==> config.mk <==
export PLATFORM = sky130hd
export DESIGN_NAME = icc_input_capture
export DESIGN_NICKNAME = d
export VERILOG_FILES = /design/src/icc_pkg.sv /design/src/icc_sync_edge.sv /design/src/icc_capture_fifo.sv /design/src/icc_input_capture.sv
export SDC_FILE = /design/constraint.sdc
export NUM_CORES = 1
export LEC_CHECK = 0
export ABC_AREA = 1
export BUFFER_PORTS_ARGS = -buffer_cell sky130_fd_sc_hd__buf_2
export CAP_MARGIN = 20
export CORE_ASPECT_RATIO = 0.7
export CORE_MARGIN = 1.5
export CORE_UTILIZATION = 54
export CTS_CLUSTER_DIAMETER = 80
export DETAILED_ROUTE_END_ITERATION = 16
export PLACE_DENSITY = 0.81
export SKIP_CTS_REPAIR_TIMING = 1
export SLEW_MARGIN = 20
export SYNTH_ARGS = -nofsm -noshare
export SYNTH_HDL_FRONTEND = slang
export SYNTH_SLANG_ARGS = --single-unit
export TNS_END_PERCENT = 20
==> constraint.sdc <==
create_clock -name clk -period 6.5 [get_ports clk]
set_input_delay 1.3 -clock clk [delete_from_list [all_inputs] [get_ports clk]]
set_output_delay 1.3 -clock clk [all_outputs]
set_load 0.02 [all_outputs]
==> src/icc_pkg.sv <==
// Shared constants and carriers of the input capture channel.
// Assumes one 100 MHz clock and a plain single-cycle register port.
package icc_pkg;

  ////////////////////////////////////////////////////////////////////////////
  // Register bus shape and register offsets.
  localparam int unsigned ADDR_W = 4;
  localparam int unsigned DATA_W = 16;

  localparam logic [ADDR_W-1:0] OFS_INPUT_SELECT = 4'h0;
  localparam logic [ADDR_W-1:0] OFS_CONTROL_ONE  = 4'h1;
  localparam logic [ADDR_W-1:0] OFS_BUFFER       = 4'h2;
  localparam logic [ADDR_W-1:0] OFS_IRQ_STATUS   = 4'h3;
  localparam logic [ADDR_W-1:0] OFS_IRQ_CLEAR    = 4'h4;
  localparam logic [ADDR_W-1:0] OFS_IRQ_ENABLE   = 4'h5;

  ////////////////////////////////////////////////////////////////////////////
  // Field positions of capture_input_select_5_6.
  localparam int unsigned SEL5_LSB = 0;
  localparam int unsigned SEL6_LSB = 8;
  localparam int unsigned SEL_W    = 7;

  // Field positions of capture_control_one.
  localparam int unsigned CTL_STOP_IDLE = 13;
  localparam int unsigned CTL_TB_LSB    = 10;
  localparam int unsigned CTL_PER_LSB   = 5;
  localparam int unsigned CTL_OVF       = 4;
  localparam int unsigned CTL_BNE       = 3;
  localparam int unsigned CTL_MODE_LSB  = 0;

  // Interrupt status bits.
  localparam int unsigned IRQ_CAPTURE  = 0;
  localparam int unsigned IRQ_OVERFLOW = 1;
  localparam int unsigned IRQ_W        = 2;

  ////////////////////////////////////////////////////////////////////////////
  // Capture modes.
  localparam logic [2:0] MODE_OFF      = 3'h0;
  localparam logic [2:0] MODE_EVERY    = 3'h1;
  localparam logic [2:0] MODE_FALL     = 3'h2;
  localparam logic [2:0] MODE_RISE     = 3'h3;
  localparam logic [2:0] MODE_RISE4    = 3'h4;
  localparam logic [2:0] MODE_RISE16   = 3'h5;
  localparam logic [2:0] MODE_UNUSED   = 3'h6;
  localparam logic [2:0] MODE_WAKE     = 3'h7;

  // Timebase select codes.
  localparam logic [2:0] TB_TIMER2     = 3'h1;
  localparam logic [2:0] TB_TIMER4     = 3'h2;
  localparam logic [2:0] TB_TIMER5     = 3'h3;
  localparam logic [2:0] TB_TIMER1     = 3'h4;
  localparam logic [2:0] TB_RESERVED   = 3'h6;
  localparam logic [2:0] TB_PERIPHERAL = 3'h7;

  // Input select codes.
  localparam logic [6:0] PIN_GROUND     = 7'h00;
  localparam logic [6:0] PIN_COMPARATOR = 7'h01;
  localparam logic [6:0] PIN_LAST       = 7'h7C;

  // Prescaler terminal counts.
  localparam logic [3:0] PRE4_LAST  = 4'h3;
  localparam logic [3:0] PRE16_LAST = 4'hF;

  // Reset values.
  localparam logic [DATA_W-1:0] RST_WORD = 16'h0000;

  ////////////////////////////////////////////////////////////////////////////
  // Carriers.
  typedef struct packed {
    logic [ADDR_W-1:0] addr;
    logic [DATA_W-1:0] wrData;
    logic              wr;
    logic              rd;
  } icc_req_s;

  typedef struct packed {
    logic [15:0] timer1Count;
    logic [15:0] timer2Count;
    logic [15:0] timer4Count;
    logic [15:0] timer5Count;
  } icc_timebase_s;

endpackage : icc_pkg

==> src/icc_sync_edge.sv <==
// Two-flop synchroniser for the selected input plus edge detection.
// Assumes the input is asynchronous to clk.
module icc_sync_edge (
  input  wire logic clk,
  input  wire logic rst,
  input  wire logic pinAsync,
  output logic      rise,
  output logic      fall
);
  import icc_pkg::*;

  typedef struct packed {
    logic meta;
    logic sync;
    logic last;
  } icc_edge_s;

  icc_edge_s state;
  icc_edge_s next_state;

  ////////////////////////////////////////////////////////////////////////////
  always_comb begin
    next_state      = state;
    next_state.meta = pinAsync;
    next_state.sync = state.meta;
    next_state.last = state.sync;
  end

  always_ff @(posedge clk or posedge rst) begin
    if (rst) begin
      state <= '0;
    end else begin
      state <= next_state;
    end
  end

  assign rise = state.sync & ~state.last;
  assign fall = ~state.sync & state.last;

endmodule : icc_sync_edge

==> src/icc_capture_fifo.sv <==
// Capture buffer: a small first-in first-out store of timebase words.
// Assumes push is never given while full and pop never while empty.
module icc_capture_fifo #(
  parameter int unsigned WIDTH = 16,
  parameter int unsigned DEPTH = 4
) (
  input  wire logic             clk,
  input  wire logic             rst,
  input  wire logic             flush,
  input  wire logic             push,
  input  wire logic [WIDTH-1:0] pushData,
  input  wire logic             pop,
  output logic      [WIDTH-1:0] popData,
  output logic                  empty,
  output logic                  full
);
  import icc_pkg::*;

  localparam int unsigned PW = $clog2(DEPTH);

  if (DEPTH < 2 || (1 << PW) != DEPTH) begin : g_chk
    $error("DEPTH must be a power of two of at least 2");
  end

  typedef struct packed {
    logic [DEPTH-1:0][WIDTH-1:0] mem;
    logic [PW-1:0]               wrPtr;
    logic [PW-1:0]               rdPtr;
    logic [PW:0]                 count;
  } icc_fifo_s;

  icc_fifo_s state;
  icc_fifo_s next_state;

  ////////////////////////////////////////////////////////////////////////////
  always_comb begin
    next_state = state;
    if (flush) begin
      next_state.wrPtr = '0;
      next_state.rdPtr = '0;
      next_state.count = '0;
    end else begin
      if (push) begin
        next_state.mem[state.wrPtr] = pushData;
        next_state.wrPtr = state.wrPtr + 1'b1;
      end
      if (pop) begin
        next_state.rdPtr = state.rdPtr + 1'b1;
      end
      next_state.count = state.count + {{PW{1'b0}}, push} - {{PW{1'b0}}, pop};
    end
  end

  always_ff @(posedge clk or posedge rst) begin
    if (rst) begin
      state <= '0;
    end else begin
      state <= next_state;
    end
  end

  assign popData = state.mem[state.rdPtr];
  assign empty   = (state.count == '0);
  assign full    = (state.count == (PW+1)'(DEPTH));

endmodule : icc_capture_fifo

==> src/icc_input_capture.sv <==
// Input capture channel with pin select, capture buffer and interrupts.
// Assumes timer counts and cpu idle/sleep levels come from logic on clk.
//
// Function
// - Stop-in-idle set halts the channel during processor idle; clear keeps it running.
// - Timebase select picks timer 2, 4, 5, 1 or peripheral clock; 110 reserved.
// - Captures-per-interrupt 11 interrupts every fourth capture, 10 every third.
// - Captures-per-interrupt is ignored in edge-detect mode and wake-pin mode.
// - Overflow flag sets when a capture meets a full buffer; hardware only.
// - Buffer-not-empty reads 1 while a captured value remains, else 0.
// - Mode 000 turns the channel off.
// - Mode 001 captures on every rising and falling edge.
// - Mode 101 captures every sixteenth rising edge, mode 100 every fourth.
// - A 7-bit select ties the input to ground, comparator 1 or remap pins.
//
// The register addresses and the strobed register port are this design's own decisions.
module icc_input_capture #(
  parameter int unsigned DEPTH        = 4,
  parameter bit          USE_CHANNEL6 = 1'b0,
  parameter int unsigned PIN_COUNT    = 125
) (
  input  wire logic                          clk,
  input  wire logic                          rst,
  input  wire icc_pkg::icc_req_s             regReq,
  output logic [icc_pkg::DATA_W-1:0]         regRdData,
  input  wire logic [PIN_COUNT-1:0]          remapInputs,
  input  wire logic                          comparator1Output,
  input  wire icc_pkg::icc_timebase_s        timebase,
  input  wire logic                          cpuIdle,
  input  wire logic                          cpuSleep,
  output logic                               irq
);
  import icc_pkg::*;

  if (PIN_COUNT < 125 || PIN_COUNT > 128) begin : g_chk
    $error("PIN_COUNT must cover codes up to 124");
  end

  ////////////////////////////////////////////////////////////////////////////
  // State.

  typedef struct packed {
    logic [SEL_W-1:0]  sel5;
    logic [SEL_W-1:0]  sel6;
    logic              stopIdle;
    logic [2:0]        tbSel;
    logic [1:0]        perInt;
    logic [2:0]        mode;
    logic              overflow;
    logic [3:0]        preCount;
    logic [1:0]        intCount;
    logic [15:0]       periphCount;
    logic [IRQ_W-1:0]  irqStatus;
    logic [IRQ_W-1:0]  irqEnable;
    logic [DATA_W-1:0] rdData;
  } icc_state_s;

  icc_state_s state;
  icc_state_s next_state;

  ////////////////////////////////////////////////////////////////////////////
  // Decoding helpers.

  // Maps a select code onto the channel input level.
  function automatic logic pickInput(
    input logic [SEL_W-1:0]     code,
    input logic [PIN_COUNT-1:0] pins,
    input logic                 cmp
  );
    logic lvl;
    lvl = 1'b0;
    if (code == PIN_GROUND) begin
      lvl = 1'b0;
    end else if (code == PIN_COMPARATOR) begin
      lvl = cmp;
    end else if (code <= PIN_LAST) begin
      lvl = pins[code];
    end
    return lvl;
  endfunction : pickInput

  // Returns the timebase word selected for capture.
  function automatic logic [15:0] pickTimebase(
    input logic [2:0]    sel,
    input icc_timebase_s tb,
    input logic [15:0]   periph
  );
    logic [15:0] val;
    val = 16'h0000;
    unique case (sel)
      TB_TIMER2:     val = tb.timer2Count;
      TB_TIMER4:     val = tb.timer4Count;
      TB_TIMER5:     val = tb.timer5Count;
      TB_TIMER1:     val = tb.timer1Count;
      TB_PERIPHERAL: val = periph;
      default:       val = 16'h0000;
    endcase
    return val;
  endfunction : pickTimebase

  // True when a register access hits the given offset.
  function automatic logic hit(
    input logic [ADDR_W-1:0] addr,
    input logic [ADDR_W-1:0] ofs
  );
    return addr == ofs;
  endfunction : hit

  ////////////////////////////////////////////////////////////////////////////
  // Input path.

  logic pinLevel;
  logic pinRise;
  logic pinFall;

  assign pinLevel = pickInput(USE_CHANNEL6 ? state.sel6 : state.sel5,
                              remapInputs, comparator1Output);

  icc_sync_edge u_edge (
    .clk      (clk),
    .rst      (rst),
    .pinAsync (pinLevel),
    .rise     (pinRise),
    .fall     (pinFall)
  );

  ////////////////////////////////////////////////////////////////////////////
  // Capture buffer.

  logic        fifoPush;
  logic        fifoPop;
  logic        fifoFlush;
  logic [15:0] fifoHead;
  logic        fifoEmpty;
  logic        fifoFull;
  logic [15:0] captureWord;

  assign captureWord = pickTimebase(state.tbSel, timebase, state.periphCount);

  icc_capture_fifo #(
    .WIDTH (16),
    .DEPTH (DEPTH)
  ) u_fifo (
    .clk      (clk),
    .rst      (rst),
    .flush    (fifoFlush),
    .push     (fifoPush),
    .pushData (captureWord),
    .pop      (fifoPop),
    .popData  (fifoHead),
    .empty    (fifoEmpty),
    .full     (fifoFull)
  );

  ////////////////////////////////////////////////////////////////////////////
  // Event qualification.

  logic halted;
  logic running;
  logic captureEvt;
  logic wakeEvt;
  logic intEvt;
  logic countedInt;

  // The wake-pin mode stays live in sleep and idle; other modes obey stop-in-idle.
  assign halted  = state.stopIdle && cpuIdle;
  assign running = (state.mode != MODE_OFF) && (state.mode != MODE_UNUSED)
                   && !halted;

  always_comb begin
    captureEvt = 1'b0;
    unique case (state.mode)
      MODE_EVERY:  captureEvt = pinRise | pinFall;
      MODE_FALL:   captureEvt = pinFall;
      MODE_RISE:   captureEvt = pinRise;
      MODE_RISE4:  captureEvt = pinRise && state.preCount == PRE4_LAST;
      MODE_RISE16: captureEvt = pinRise && state.preCount == PRE16_LAST;
      default:     captureEvt = 1'b0;
    endcase
    captureEvt = captureEvt && running;
  end

  assign wakeEvt    = (state.mode == MODE_WAKE) && pinRise && (cpuSleep || cpuIdle);
  assign countedInt = captureEvt && (state.intCount == state.perInt);

  always_comb begin
    if (state.mode == MODE_EVERY) begin
      intEvt = captureEvt;
    end else if (state.mode == MODE_WAKE) begin
      intEvt = wakeEvt;
    end else begin
      intEvt = countedInt;
    end
  end

  assign fifoPush  = captureEvt && !fifoFull;
  assign fifoPop   = regReq.rd && hit(regReq.addr, OFS_BUFFER) && !fifoEmpty;
  assign fifoFlush = (state.mode == MODE_OFF);

  ////////////////////////////////////////////////////////////////////////////
  // Next state.

  always_comb begin
    next_state = state;
    next_state.periphCount = state.periphCount + 16'h0001;

    // Prescaler counts rising edges only in the prescaled modes.
    if (running && pinRise &&
        (state.mode == MODE_RISE4 || state.mode == MODE_RISE16)) begin
      if (state.mode == MODE_RISE4 && state.preCount == PRE4_LAST) begin
        next_state.preCount = 4'h0;
      end else begin
        next_state.preCount = state.preCount + 4'h1;
      end
    end

    // Capture counter between interrupts.
    if (captureEvt && state.mode != MODE_EVERY) begin
      if (countedInt) begin
        next_state.intCount = 2'h0;
      end else begin
        next_state.intCount = state.intCount + 2'h1;
      end
    end

    // Overflow clears on the first buffer pop that has no same-cycle capture.
    if (fifoPop && !fifoPush && state.overflow) begin
      next_state.overflow = 1'b0;
    end
    if (captureEvt && fifoFull) begin
      next_state.overflow = 1'b1;
    end

    // Register writes.
    if (regReq.wr) begin
      if (hit(regReq.addr, OFS_INPUT_SELECT)) begin
        next_state.sel5 = regReq.wrData[SEL5_LSB +: SEL_W];
        next_state.sel6 = regReq.wrData[SEL6_LSB +: SEL_W];
      end
      if (hit(regReq.addr, OFS_CONTROL_ONE)) begin
        next_state.stopIdle = regReq.wrData[CTL_STOP_IDLE];
        next_state.tbSel    = regReq.wrData[CTL_TB_LSB +: 3];
        next_state.perInt   = regReq.wrData[CTL_PER_LSB +: 2];
        next_state.mode     = regReq.wrData[CTL_MODE_LSB +: 3];
        if (regReq.wrData[CTL_MODE_LSB +: 3] != state.mode) begin
          next_state.preCount = 4'h0;
          next_state.intCount = 2'h0;
        end
      end
      if (hit(regReq.addr, OFS_IRQ_ENABLE)) begin
        next_state.irqEnable = regReq.wrData[IRQ_W-1:0];
      end
    end

    // Switching off resets the buffer state.
    if (state.mode == MODE_OFF) begin
      next_state.overflow = 1'b0;
      next_state.preCount = 4'h0;
      next_state.intCount = 2'h0;
    end

    // Sticky status: clear first so a same-cycle event still sets.
    if (regReq.wr && hit(regReq.addr, OFS_IRQ_CLEAR)) begin
      next_state.irqStatus = state.irqStatus & ~regReq.wrData[IRQ_W-1:0];
    end
    if (intEvt) begin
      next_state.irqStatus[IRQ_CAPTURE] = 1'b1;
    end
    if (captureEvt && fifoFull) begin
      next_state.irqStatus[IRQ_OVERFLOW] = 1'b1;
    end

    // Read data stands for the single cycle after the strobe.
    next_state.rdData = RST_WORD;
    if (regReq.rd) begin
      unique case (regReq.addr)
        OFS_INPUT_SELECT: begin
          next_state.rdData[SEL5_LSB +: SEL_W] = state.sel5;
          next_state.rdData[SEL6_LSB +: SEL_W] = state.sel6;
        end
        OFS_CONTROL_ONE: begin
          next_state.rdData[CTL_STOP_IDLE]     = state.stopIdle;
          next_state.rdData[CTL_TB_LSB +: 3]   = state.tbSel;
          next_state.rdData[CTL_PER_LSB +: 2]  = state.perInt;
          next_state.rdData[CTL_OVF]           = state.overflow;
          next_state.rdData[CTL_BNE]           = !fifoEmpty;
          next_state.rdData[CTL_MODE_LSB +: 3] = state.mode;
        end
        OFS_BUFFER: begin
          next_state.rdData = fifoEmpty ? RST_WORD : fifoHead;
        end
        OFS_IRQ_STATUS: begin
          next_state.rdData[IRQ_W-1:0] = state.irqStatus;
        end
        OFS_IRQ_ENABLE: begin
          next_state.rdData[IRQ_W-1:0] = state.irqEnable;
        end
        default: begin
          next_state.rdData = RST_WORD;
        end
      endcase
    end
  end

  ////////////////////////////////////////////////////////////////////////////
  // Registers.

  always_ff @(posedge clk or posedge rst) begin
    if (rst) begin
      state <= '0;
    end else begin
      state <= next_state;
    end
  end

  ////////////////////////////////////////////////////////////////////////////
  // Outputs.

  assign regRdData = state.rdData;
  assign irq       = |(state.irqStatus & state.irqEnable);

endmodule : icc_input_capture

* Yosys cells after proc, flatten, opt, wreduce, memory -nomap -nowiden *
Cells that the tools add are included.
W data, S select, Z words.

storage, ports and cells
  flip-flop bits (word level) = 140
  logic and storage cells = 150
  output and inout bits = 17
  input port bits = 216

cells by class
  bitwise operators = 9
  eq/ne operators = 24
  add/subtract/negate cells = 7
  reduce and logical (&&, ||, !) cells = 42
  $lt $le $gt $ge = 5
  mux-type cells = 39

operators by type and width
  kind                     count
  $pmux W16 S5             1
  $bwmux W64               1
  $mux W16                 4
  $bmux W16 S2             1
  $demux W16 S2            1
  $logic_and A1 B1 Y1      21
  $eq A3 B3 Y1 const B     6
  $mux W6                  3
  $add A16 B1 Y16 const B  1
  $pmux W5 S3              1
  $mux W7                  2
  $eq A3 B2 Y1 const B     4
  $eq A4 B2 Y1 const B     3
  $mux W1                  12
  $pmux W4 S3              1
  $mux W2                  5
  $pmux W2 S5              1
  $eq A4 B3 Y1 const B     2
  $lt A7 B8 Y1 const B     1
  $mux W4                  2
  $reduce_and A2 Y1        4
  $reduce_bool A2 Y1       4
  $bmux W1 S7              1
  $eq A7 B1 Y1 const B     1
  other kinds (29)         43

* Longest topological paths before layout *
  word-level depth = 12
  gate-level depth with buffers = 15
  gate-level depth less buffers = 13

* Cells and area by module *
Synthesis repeated with hierarchy kept, for this count alone.

unflattened totals
  cells, all modules = 1,246
  area, all modules = 8,609.5 um^2

modules (own cells, without submodules)
  module             area an instance (um^2)  times used  cells an instance
  icc_input_capture  5,236.3                  1           843
  icc_capture_fifo   3,279.4                  1           395
  icc_sync_edge      93.8                     1           8

* Least setup slack after synthesis *
OpenSTA, ideal clock, no wires.

  path kind = input-to-reg
  start point = input port regReq[21] (netlist name)
  end point = register u_fifo.state[1] (netlist name)
  arrival = 2.864 ns
  stages = 11
  path slack = 3.519 ns
  setup time = 0.117 ns
  required time = 6.383 ns
  cells stage by stage = nor2_1 -> inv_2 -> nor3_1 -> o21ai_1 -> nor2_2 -> ha_1 -> inv_1 -> ha_1 -> fa_1 -> inv_1 -> nor2_1

RTL lines
  item                    RTL line                 RTL
  start: declaration      icc_input_capture.sv:24  input wire icc_pkg::icc_req_s regReq,
  end signal: assignment  icc_capture_fifo.sv:58   state <= next_state;
  end: declaration        icc_capture_fifo.sv:32   icc_fifo_s state;

==> flow_metrics.py <==
metrics = {
    "grt": {
        "groute.usage.overall_pct": 30.1,
        "grt_pass1_vias": 8130,
        "grt_antenna_before_repair": 1,
        "grt_pass1_wl_um": 39500,
        "grt-ovfl-total": 0,
        "grt_max_degree": 81,
    },
    "place": {
        "portBuffers": 230,
        "gp_congestion": 0.916,
        "hpwl_um": 17400,
    },
    "sta": {
        "slew_viol_final": 0,
        "skew_ns": 0.00960,
        "fin_crit_ns": 3.23,
        "tightest_slew_ns": 1.00,
        "rsz0062_at_grt": "no",
        "finalSetupTns_ns": 0,
        "setup_viol": 0,
        "hold_viol": 0,
        "max_freq_mhz": 310,
        "relSlewSlack_pct": 33.2,
        "period_share_pct": 49.7,
    },
    "yosys": {
        "ys_seq_area_share_pct": 41.0,
        "synth_top_area_share_pct": 41.0,
        "yosys_warnings": 0,
        "syn-num-nets": 1443,
        "synth_ff_type": "dfrtp_1",
        "synthDistinctLibCells": 40,
        "synth_area_leader_cell": "dfrtp_1",
        "synth_edf_count": 0,
        "syn_inst": 1216,
        "async_reset_ff_share_pct": 100,
        "synth.most_common_cell": "nand2_1",
        "avgSynthCellArea_um2": 7.03,
        "ys_top_cells_by_area": "dfrtp_1 41%, nand2_1 15%, inv_1 7.6%",
        "synth-seq-cells": 140,
        "netlist_top_cells_count": "346 x nand2_1, 174 x inv_1, 140 x dfrtp_1",
        "netlist_area_um2": 8550,
    },
    "final_layout": {
        "syn_to_final_growth_pct": 18.4,
        "fill_cells": 1407,
        "drive_gt1_share_pct": 21.0,
        "fin_nets": 1631,
    },
    "cts": {
        "path_clk_slew_ns": 0.06,
        "clock-sinks": 140,
        "numCtsBuffers": 17,
        "clk_latency_ns": 0.42,
        "cts_root_buf": "clkbuf_16",
        "cts_tree": "yes",
        "cts_buffer_depth": 2,
        "htree_num_levels": 4,
    },
    "die": {
        "die_h_um": 108,
        "ios": 233,
        "rows": 38,
        "coreArea_um2": 15500,
        "start_util_pct": 55.2,
        "die_area_um2": 16600,
        "floorplan.die.width_um": 153,
    },
    "run_status": {
        "run_status": "finished, final reports clean",
    },
    "setup_path": {
        "critPathKind": "in -> reg",
        "arrival_ns": 3.53,
        "cp-end-kind": "register",
        "cp.required_ns": 6.80,
        "path_max_fanout": 8,
        "startpoint_type": "input pin",
    },
    "pwr": {
        "intPower_w": 0.00194,
        "switching_power_w": 0.00126,
        "p_total_w": 0.00319,
        "swShare_pct": 39.3,
        "vdd_drop_max_mv": 0.199,
        "p_clk_share_pct": 28.6,
        "p_comb_share_pct": 33.7,
        "power_leakage_nw": 5.64,
        "power_density_nw_per_um2": 315,
        "seqPwrFrac_pct": 37.7,
    },
    "detailed_routing": {
        "drc_errors": 0,
        "ant_nets": 0,
        "via_per_inst": 5.32,
        "num_vias": 8606,
        "drt_pass1_iterations": 7,
        "totalWireLength_um": 24200,
        "wire_per_inst_um": 14.9,
        "drtIter0Drc": 641,
    },
    "min_path": {
        "hold_path.class": "reg -> reg",
    },
    "flow_run": {
        "maxCapViolCount": 0,
    },
}
[cells by family (layout without fill, tap and decap cells)]
family	Yosys count	count (layout)	synth area share, %
AOI/OAI and AO/OA	227	227	14.6
xor gates and xnor gates	20	20	2.05
adders and majority gates	11	11	1.70
buffers and inverters	249	450	13.0
DFF	140	140	41.0
muxes	3	3	0.395
other	0	1	0
and+or+nand+nor	566	566	27.3
[flip-flops by register name (all words and copies together), names as in the netlist]
register / cells
u_fifo.state: 71
regRdData: 16
u_edge.next_state: 2
u_edge.state: 1
state: 50
[power by group through the flow]
| stage | logic [W] | registers, W | clock network, W |
|---|---|---|---|
| floorplan | 0.000797 | 0.00116 | 0 |
| global placement | 0.00103 | 0.00120 | 0 |
| detailed placement | 0.00106 | 0.00121 | 0 |
| CTS | 0.00107 | 0.00120 | 0.000920 |
| global route | 0.00122 | 0.00123 | 0.000959 |
| finish | 0.00108 | 0.00121 | 0.000912 |
[final timing paths]
check	startpoint	to	slack (ns)	depth (start not counted)
worst max-delay path	regReq[21]	u_fifo.state[2]$_DFF_PP0_	3.27	12
worst min register to register	u_edge.next_state[1]$_DFF_PP0_	u_edge.next_state[0]$_DFF_PP0_	0.36	0
worst min-delay path	u_edge.next_state[1]$_DFF_PP0_	u_edge.next_state[0]$_DFF_PP0_	0.36	0
worst max register to register	state[59]$_DFFE_PP0P_	u_edge.next_state[1]$_DFF_PP0_	3.83	10
max in group asynchronous	rst	u_fifo.state[25]$_DFFE_PP0P_	4.10	3
min in group asynchronous	rst	u_fifo.state[67]$_DFFE_PP0P_	1.09	2
[metrics by stage]
step	std cells	hold slack (ns)	worst slack (ns)	utilization, %	area [um^2]
after floorplan	1216	0.331	1.45	-	8550
after global placement	1585	0.351	2.98	61.7	9560
after detailed placement	1585	0.350	2.92	61.7	9560
after CTS	1617	0.360	3.37	65.3	10100
after global routing	1618	0.372	3.14	65.3	10100
final	1618	0.365	3.27	65.3	10100
[layer usage]
layer	vias up	share of wire (%)	track usage (%)
met5	-	0	0
li1	4218	-	-
met3	47	7.9	5.01
met1	3991	44	40.6
met4	0	2.3	11.4
met2	350	46	49.4
[area by class of cell]
class	instances	area (um^2)	share of cell area, %
antenna	1	2.50	0.0247
clock buffer	18	429	4.24
clock inverter	14	129	1.27
inverter	184	693	6.84
multi-input combinational	827	3940	38.9
sequential	140	3500	34.6
tap	200	250	2.47
timing repair buffer	234	1180	11.7
[critical path, cell delays in order]
cell	delay, ns
buf_2	0.13
nor2_1	0.18
inv_2	0.07
nor3_1	0.31
o21ai_1	0.17
nor2_2	0.34
ha_1	0.18
inv_1	0.04
ha_1	0.19
fa_1	0.38
o21ai_0	0.18
a21oi_1	0.06
[cell usage in the layout, fill, tap and decap left out, drive strengths merged]
cell type  netlist  layout
o22ai           53      53
nor3            26      26
a22oi            4       4
dfrtp          140     140
nor4             3       3
a31oi            4       4
or2              1       1
a221oi           3       3
clkinvlp         0       3
xor2            17      17
a22o             1       1
o2111ai          1       1
a21oi           25      25
nor2           130     130
ha              10      10
o211ai           2       2
clkbuf          16      18
diode            0       1
clkinv           2       5
nand4            4       4
nand2          352     352
buf             49     234
fa               1       1
o21ai          134     134
mux2             3       3
nand3           50      50
xnor2            3       3
inv            182     190
No activity file was read; power rests on OpenSTA's default activity.
